<file path="config.mk">
export PLATFORM = sky130hd
export DESIGN_NAME = mtd_threshold_detect
export DESIGN_NICKNAME = d
export VERILOG_FILES = /design/src/core/mtd_pkg.sv /design/src/core/mtd_threshold_detect.sv
export SDC_FILE = /design/constraint.sdc
export NUM_CORES = 1
export LEC_CHECK = 0
export CORE_MARGIN = 8
export CORE_UTILIZATION = 30
export DETAILED_ROUTE_END_ITERATION = 8
export DONT_BUFFER_PORTS = 1
export GPL_ROUTABILITY_DRIVEN = 1
export PLACE_DENSITY = 0.47
export SLEW_MARGIN = 20
export SYNTH_ARGS = -nofsm -noshare
export SYNTH_HDL_FRONTEND = slang
export SYNTH_SLANG_ARGS = --single-unit
</file>
<file path="constraint.sdc">
create_clock -name sys_clk -period 18.85 [get_ports sys_clk]
set_input_delay 3.77 -clock sys_clk [delete_from_list [all_inputs] [get_ports sys_clk]]
set_output_delay 3.77 -clock sys_clk [all_outputs]
set_load 0.02 [all_outputs]
</file>
<file path="src/core/mtd_pkg.sv">
// mtd_pkg: register map, field positions and carrier types of the magnetic threshold block
package mtd_pkg;

	// register byte addresses
	localparam logic [7:0] ADDR_OFF_X_HI = 8'h3f;
	localparam logic [7:0] ADDR_OFF_X_LO = 8'h40;
	localparam logic [7:0] ADDR_OFF_Y_HI = 8'h41;
	localparam logic [7:0] ADDR_OFF_Y_LO = 8'h42;
	localparam logic [7:0] ADDR_OFF_Z_HI = 8'h43;
	localparam logic [7:0] ADDR_OFF_Z_LO = 8'h44;
	localparam logic [7:0] ADDR_CFG = 8'h52;
	localparam logic [7:0] ADDR_SRC = 8'h53;
	localparam logic [7:0] ADDR_THS_X_HI = 8'h54;
	localparam logic [7:0] ADDR_THS_X_LO = 8'h55;
	localparam logic [7:0] ADDR_THS_Y_HI = 8'h56;
	localparam logic [7:0] ADDR_THS_Y_LO = 8'h57;
	localparam logic [7:0] ADDR_THS_Z_HI = 8'h58;
	localparam logic [7:0] ADDR_THS_Z_LO = 8'h59;
	localparam logic [7:0] ADDR_COUNT = 8'h5a;

	// threshold_detect_config bit positions
	localparam int CFG_LATCH_BIT = 7;
	localparam int CFG_OR_SEL_BIT = 6;
	localparam int CFG_AXIS_EN_LSB = 3; // x at 3, y at 4, z at 5
	localparam int CFG_WAKE_BIT = 2;
	localparam int CFG_INT_EN_BIT = 1;
	localparam int CFG_ROUTE_BIT = 0;

	// threshold_event_source bit positions
	localparam int SRC_ACTIVE_BIT = 7;
	localparam int SRC_AXIS_LSB = 0; // per axis: polarity at 2a, event at 2a+1 (at/above in or mode, at/below in and mode)

	// counter-mode bit lives in the x threshold high byte
	localparam int DBCNT_MODE_BIT = 7;

	// values after reset
	localparam logic [7:0] RST_BYTE = 8'h00;
	localparam logic [15:0] RST_OFFSET = 16'h0000;
	localparam logic [14:0] RST_THRESHOLD = 15'h0000;

	localparam int NUM_AXES = 3;

	// one completed magnetic sample, signed per axis
	typedef struct packed {
		logic valid;
		logic [2:0][15:0] axis;
	} mtd_sample_s;

	// register port request
	typedef struct packed {
		logic wr;
		logic rd;
		logic [7:0] addr;
		logic [7:0] wdata;
	} mtd_reg_req_s;

	// whole state of the block
	typedef struct packed {
		logic [2:0][15:0] offset;
		logic [2:0][14:0] threshold;
		logic dbcnt_clear_mode;
		logic [7:0] cfg;
		logic [7:0] count;
		logic [7:0] dbcnt;
		logic flag;
		logic [5:0] src_axis;
		logic [2:0][15:0] corr;
		logic corr_valid;
		logic [7:0] rd_data;
		logic irq_one;
		logic irq_two;
		logic wake;
	} mtd_state_s;

	localparam mtd_state_s MTD_STATE_RST = '0;

endpackage

</file>
<file path="src/core/mtd_threshold_detect.sv">
// mtd_threshold_detect: offset correction, threshold event detection, debounce and routing
// Summary of operation
// - offsets apply only when raw select low
// - offsets are 16-bit two's complement, two bytes
// - thresholds are unsigned 15-bit per axis
// - and mode: all enabled axes at/below
// - or mode: any enabled axis at/above
// - condition must last debounce count samples
// - compare against corrected data unless raw
// - latch off: flag follows live detection
// - latch on: only source read clears flag
// - disabled axis takes no part
// - wake enable includes flag in auto-wake
// - interrupt driven only when enabled
// - route bit: zero pin two, one pin one
// - counter saturates at programmed count
// - failure clears or decrements counter by mode
// - source: active flag, per-axis event, polarity
`timescale 1ns/100ps
`default_nettype none

module mtd_threshold_detect
	import mtd_pkg::*;
(
	input wire logic sys_clk,
	input wire logic rst,
	input wire mtd_reg_req_s reg_req,
	input wire mtd_sample_s sample,
	input wire logic raw_output_sel,
	input wire logic irq_one_other,
	input wire logic irq_two_other,
	output logic [7:0] rd_data,
	output logic [2:0][15:0] corr_data,
	output logic corr_valid,
	output logic irq_pin_one,
	output logic irq_pin_two,
	output logic wake_event
);

	mtd_state_s s_r;
	mtd_state_s s_nxt;

	logic [2:0][15:0] val;
	logic [2:0][15:0] mag;
	logic [2:0] axis_en;
	logic [2:0] at_below;
	logic [2:0] at_above;
	logic [2:0] hit;
	logic [5:0] src_bits;
	logic cond;
	logic detect;
	logic [7:0] cnt_nxt;

	// saturating signed add, so a large offset cannot wrap a reading round
	function automatic logic [15:0] sat_add(input logic [15:0] a, input logic [15:0] b);
		logic [16:0] sum;
		sum = {a[15], a} + {b[15], b};
		if (sum[16] != sum[15]) begin
			sat_add = sum[16] ? 16'h8000 : 16'h7fff;
		end else begin
			sat_add = sum[15:0];
		end
	endfunction

	// magnitude of a signed word; full negative scale yields 16'h8000 unsigned
	function automatic logic [15:0] magnitude(input logic [15:0] v);
		magnitude = v[15] ? 16'((~v) + 16'h0001) : v;
	endfunction

	// source byte as read back, disabled axes forced to zero
	function automatic logic [7:0] src_view(input logic flag, input logic [5:0] ax,
			input logic [2:0] en);
		logic [5:0] m;
		m = {{2{en[2]}}, {2{en[1]}}, {2{en[0]}}};
		src_view = {flag, 1'b0, ax & m};
	endfunction

	// per-axis correction and comparison
	always_comb begin
		for (int i = 0; i < NUM_AXES; i++) begin
			// offset only when raw output is deselected
			val[i] = raw_output_sel ? sample.axis[i]
				: sat_add(sample.axis[i], s_r.offset[i]);
			mag[i] = magnitude(val[i]);
			axis_en[i] = s_r.cfg[CFG_AXIS_EN_LSB + i];
			at_below[i] = axis_en[i] && (mag[i] <= {1'b0, s_r.threshold[i]});
			at_above[i] = axis_en[i] && (mag[i] >= {1'b0, s_r.threshold[i]});
			hit[i] = s_r.cfg[CFG_OR_SEL_BIT] ? at_above[i] : at_below[i];
			src_bits[2 * i] = hit[i] && val[i][15]; // negative polarity
			src_bits[2 * i + 1] = hit[i];
		end
	end

	// event condition and debounce counter
	always_comb begin
		if (s_r.cfg[CFG_OR_SEL_BIT]) begin
			cond = |at_above;
		end else begin
			// nothing enabled means nothing to detect
			cond = (|axis_en) && (&(at_below | ~axis_en));
		end
		if (cond) begin
			// saturate at the count, also if the host lowered it meanwhile
			cnt_nxt = (s_r.dbcnt < s_r.count) ? 8'(s_r.dbcnt + 8'h01) : s_r.count;
		end else if (s_r.dbcnt_clear_mode) begin
			cnt_nxt = 8'h00;
		end else begin
			cnt_nxt = (s_r.dbcnt != 8'h00) ? 8'(s_r.dbcnt - 8'h01) : 8'h00;
		end
		detect = cond && (cnt_nxt >= s_r.count);
	end

	// next state: register writes and reads, then sample evaluation
	always_comb begin
		s_nxt = s_r;
		s_nxt.corr_valid = 1'b0;

		// register writes; offsets held as two bytes of one signed word
		if (reg_req.wr) begin
			unique case (reg_req.addr)
				ADDR_OFF_X_HI: s_nxt.offset[0][15:8] = reg_req.wdata;
				ADDR_OFF_X_LO: s_nxt.offset[0][7:0] = reg_req.wdata;
				ADDR_OFF_Y_HI: s_nxt.offset[1][15:8] = reg_req.wdata;
				ADDR_OFF_Y_LO: s_nxt.offset[1][7:0] = reg_req.wdata;
				ADDR_OFF_Z_HI: s_nxt.offset[2][15:8] = reg_req.wdata;
				ADDR_OFF_Z_LO: s_nxt.offset[2][7:0] = reg_req.wdata;
				ADDR_CFG: s_nxt.cfg = reg_req.wdata;
				ADDR_THS_X_HI: begin
					s_nxt.dbcnt_clear_mode = reg_req.wdata[DBCNT_MODE_BIT];
					s_nxt.threshold[0][14:8] = reg_req.wdata[6:0];
				end
				ADDR_THS_X_LO: s_nxt.threshold[0][7:0] = reg_req.wdata;
				ADDR_THS_Y_HI: s_nxt.threshold[1][14:8] = reg_req.wdata[6:0];
				ADDR_THS_Y_LO: s_nxt.threshold[1][7:0] = reg_req.wdata;
				ADDR_THS_Z_HI: s_nxt.threshold[2][14:8] = reg_req.wdata[6:0];
				ADDR_THS_Z_LO: s_nxt.threshold[2][7:0] = reg_req.wdata;
				ADDR_COUNT: s_nxt.count = reg_req.wdata;
				default: ; // source register and unmapped addresses ignore writes
			endcase
		end

		// register reads; data appears one cycle after the strobe
		if (reg_req.rd) begin
			unique case (reg_req.addr)
				ADDR_OFF_X_HI: s_nxt.rd_data = s_r.offset[0][15:8];
				ADDR_OFF_X_LO: s_nxt.rd_data = s_r.offset[0][7:0];
				ADDR_OFF_Y_HI: s_nxt.rd_data = s_r.offset[1][15:8];
				ADDR_OFF_Y_LO: s_nxt.rd_data = s_r.offset[1][7:0];
				ADDR_OFF_Z_HI: s_nxt.rd_data = s_r.offset[2][15:8];
				ADDR_OFF_Z_LO: s_nxt.rd_data = s_r.offset[2][7:0];
				ADDR_CFG: s_nxt.rd_data = s_r.cfg;
				ADDR_SRC: s_nxt.rd_data = src_view(s_r.flag, s_r.src_axis, axis_en);
				ADDR_THS_X_HI: s_nxt.rd_data = {s_r.dbcnt_clear_mode, s_r.threshold[0][14:8]};
				ADDR_THS_X_LO: s_nxt.rd_data = s_r.threshold[0][7:0];
				ADDR_THS_Y_HI: s_nxt.rd_data = {1'b0, s_r.threshold[1][14:8]};
				ADDR_THS_Y_LO: s_nxt.rd_data = s_r.threshold[1][7:0];
				ADDR_THS_Z_HI: s_nxt.rd_data = {1'b0, s_r.threshold[2][14:8]};
				ADDR_THS_Z_LO: s_nxt.rd_data = s_r.threshold[2][7:0];
				ADDR_COUNT: s_nxt.rd_data = s_r.count;
				default: s_nxt.rd_data = RST_BYTE;
			endcase
			// a source read releases a latched event; a set in the same cycle wins below
			if (reg_req.addr == ADDR_SRC && s_r.cfg[CFG_LATCH_BIT]) begin
				s_nxt.flag = 1'b0;
				s_nxt.src_axis = 6'h00;
			end
		end

		// evaluation only on a completed sample
		if (sample.valid) begin
			s_nxt.corr = val;
			s_nxt.corr_valid = 1'b1;
			s_nxt.dbcnt = cnt_nxt;
			if (s_r.cfg[CFG_LATCH_BIT]) begin
				if (detect) begin
					s_nxt.flag = 1'b1;
					s_nxt.src_axis = s_nxt.src_axis | src_bits;
				end
			end else begin
				s_nxt.flag = detect;
				s_nxt.src_axis = detect ? src_bits : 6'h00;
			end
		end

		// pin outputs follow the flag of this same update
		s_nxt.irq_one = irq_one_other
			| (s_nxt.flag & s_nxt.cfg[CFG_INT_EN_BIT] & s_nxt.cfg[CFG_ROUTE_BIT]);
		s_nxt.irq_two = irq_two_other
			| (s_nxt.flag & s_nxt.cfg[CFG_INT_EN_BIT] & ~s_nxt.cfg[CFG_ROUTE_BIT]);
		s_nxt.wake = s_nxt.flag & s_nxt.cfg[CFG_WAKE_BIT];
	end

	// single state register, synchronous reset to all zero
	always_ff @(posedge sys_clk) begin
		if (rst) begin
			s_r <= MTD_STATE_RST;
		end else begin
			s_r <= s_nxt;
		end
	end

	// outputs straight from the state register
	assign rd_data = s_r.rd_data;
	assign corr_data = s_r.corr;
	assign corr_valid = s_r.corr_valid;
	assign irq_pin_one = s_r.irq_one;
	assign irq_pin_two = s_r.irq_two;
	assign wake_event = s_r.wake;

endmodule // mtd_threshold_detect

`default_nettype wire

</file>
==> flow_summary.yaml <==
die:
  die_h_um: 238
  fp.coreArea_um2: 48800
  io_pins: 132
  dieArea_um2: 56800
  rows: 81
  die_x_um: 238
  start_util: 0.304
sta:
  skew_ps: 12.4
  fin_crit_ps: 12570
  max_freq_ghz: 0.0795
  drv_slew: 0
  period_share: 0.667
  rsz0062_at_grt: "no"
  setup_violations: 0
  fin_setup_tns_ps: 0
  worst_slew_pin_slew_ps: 1110
  relSlewSlack: 0.256
  hold_viol: 0
logic_synthesis:
  synth_edf_count: 0
  ys_types: 95
  netlist_instances: 1969
  synthesis.area_um2: 14800
  synthArstFlopShare: 0
  ys.flop_type: "dfxtp_1"
  avgSynthCellArea_um2: 7.54
  yosys_warnings: 0
  ys_seq_area_frac: 0.250
  yosys_register_bits: 185
  syn-num-nets: 2158
finish:
  multiInputGateArea_um2: 10000
  ff_latch_area_um2: 3700
  drive_gt1_frac: 0.0475
  layout_common_cells: "a21oi_1 (234), nand2_1 (210), dfxtp_1 (185), nor2_1 (180), nand3_1 (135)"
  area_delta_synth_final_pct: 4.88
  diodes: 0
  fillerInstances: 5333
  finalNonFillerCells: 2516
  final_common_cell: "a21oi_1"
  fin_nets: 2031
global_route:
  grt_max_degree: 188
  antenna_found_initial: 0
  grt_pass1_vias: 13447
  grt_usage: 0.203
  grt_overflow: 0
  grt_first_pass_wirelength_mm: 87.3
setup_path:
  worst_setup_path_end_kind: "flip-flop"
  required_ps: 19210
  crit_start: "sample[32]"
  path_class: "in2reg"
  crit_arrival_ps: 12930
  cp_max_fo: 12
  slowest_delay_ps: 710
  r2r-start: "s_r[169]$_SDFFE_PP0P_"
  rr_worst_depth: 39
  start_kind: "primary input"
  cp_common_cell: "a21o_1"
  critPathSlowestCell: "nor4_1"
cts:
  root_buffer: "clkbuf_16"
  hold_buffers: 0
  clock_latency_ps: 480
  ctsHtreeMaxLevel: 4
  cts-resized-gates: 0
  cts.path.max_buffers: 2
  post_cts_buffers: 0
  cts_sinks: 185
  clk_pin_slew_ps: 80
  cts_buffers: 17
  cts_tree: "yes"
placed_design:
  gp_congestion: 0.911
  numPortBuffers: 0
  dpl.hpwl_mm: 44.6
  dp.cells: 2487
hold_path:
  hp-start: "s_r[62]$_SDFF_PP0_"
  worstHoldPathCells: 2
  hp-class: "reg2reg"
power_and_ir_drop:
  power_density_nw_per_um2: 64.6
  switching_share: 0.306
  leakage_nw: 5.63
  power.internal_w: 0.000697
  peakVddDrop_uv: 70.9
  clock_power_share: 0.387
  combPwrFrac: 0.194
  p_sw_w: 0.000308
  pwr-share-seq: 0.419
routing:
  drt_iter0_drc: 1110
  drc: 0
  via_per_inst: 5.65
  antenna_left: 0
  wl_per_cell_um: 23.3
  drt-pass1-iter-count: 8
  drt-total-wl_mm: 58.6
  vias: 14216
flow_run:
  max_cap_violations: 0
run_status:
  status: "finished, final reports clean"
==> worst max-delay path: cells and delay by family <==
kind	cells	cell delay [ps]
AND/OR/NAND/NOR	11	2630
XOR/XNOR	1	140
AO/OA/AOI/OAI	22	4840
multiplexers	1	320
adder cells (fa/ha/maj)	4	1210
==> cell usage after synthesis (6+ instances only) <==
library cell / number / share of area
a211o_1: 6 / 0.0035
a211oi_1: 48 / 0.024
a21o_1: 39 / 0.020
a21oi_1: 234 / 0.079
a221oi_1: 15 / 0.0089
a222oi_1: 13 / 0.0088
a22oi_1: 18 / 0.0091
a31oi_1: 20 / 0.0084
and2_1: 25 / 0.011
and3_1: 15 / 0.0063
buf_4: 57 / 0.029
clkbuf_1: 94 / 0.024
dfxtp_1: 185 / 0.25
ha_1: 114 / 0.096
inv_1: 78 / 0.020
mux2_2: 8 / 0.0061
mux2i_1: 39 / 0.026
nand2_1: 210 / 0.053
nand2b_1: 18 / 0.0076
nand3_1: 135 / 0.046
nand4_1: 22 / 0.0093
nor2_1: 180 / 0.046
nor2b_1: 14 / 0.0059
nor3_1: 33 / 0.011
nor4_1: 10 / 0.0042
o211ai_1: 14 / 0.0071
o21a_1: 26 / 0.013
o21ai_0: 50 / 0.017
o21ai_1: 13 / 0.0044
o31a_1: 7 / 0.0041
or3_1: 7 / 0.0030
or4_1: 6 / 0.0030
xnor2_1: 55 / 0.032
xor2_1: 28 / 0.017
==> registers in the layout, summed over array words and instances (netlist names) <==
name / cells
s_r: 122
corr_data: 48
rd_data: 8
axis_en: 3
corr_valid: 1
irq_pin_one: 1
irq_pin_two: 1
wake_event: 1
==> final cells by class <==
class	count	area share
tap	664	0.0534
sequential	185	0.238
multi-input combinational	1545	0.644
clock inverter	11	0.0104
timing repair buffer	15	0.00723
clock buffer	18	0.0282
inverter	78	0.0188
==> per-layer routing <==
layer  wire [um]  part of all wire  global-route usage  up-vias
met5           0                 0                   0        -
met4        2300             0.039              0.0863        0
met3        4260             0.073              0.0520      109
met2       27300              0.47               0.330      468
met1       24800              0.42               0.251     6777
li1            -                 -                   -     6862
==> power by group through the flow <==
| stage | combinational [W] | sequential (W) | clock (W) |
|---|---|---|---|
| after floorplan | 0.000185 | 0.000415 | 0 |
| after global placement | 0.000193 | 0.000431 | 0 |
| after detailed placement | 0.000195 | 0.000430 | 0 |
| after CTS | 0.000196 | 0.000421 | 0.000404 |
| after global routing | 0.000220 | 0.000422 | 0.000419 |
| final | 0.000195 | 0.000421 | 0.000389 |
==> final timing paths <==
path | end | slack (ps)
worst max-delay path | irq_pin_two$_SDFF_PP0_ | 6280
worst min-delay path | s_r[62]$_SDFF_PP0_ | 450
worst max register to register | irq_pin_two$_SDFF_PP0_ | 9170
worst min register to register | s_r[62]$_SDFF_PP0_ | 450
==> cells by family (layout without fill, tap and decap cells) <==
group,Yosys count,in the layout,synth area share
simple gates,704,704,0.224
compound gates,590,590,0.266
xor+xnor,83,83,0.0490
flops,185,185,0.250
mux,47,47,0.0324
fa+ha+maj,121,121,0.103
buf+inv,239,122,0.0761
==> per-stage QoR <==
stage          instance area, um2  worst slack [ps]  total power, W   util  hold slack (ps)
2_1_floorplan               14800              7540        0.000600      -              432
3_3_place_gp                15000              5880        0.000624  0.306              440
3_5_place_dp                15000              5850        0.000625  0.306              440
4_1_cts                     15600              6310         0.00102  0.319              450
5_1_grt                     15600              5510         0.00106  0.319              495
6_report                    15600              6280         0.00100  0.319              454
Note: power is estimated with default switching activity, not from simulation.
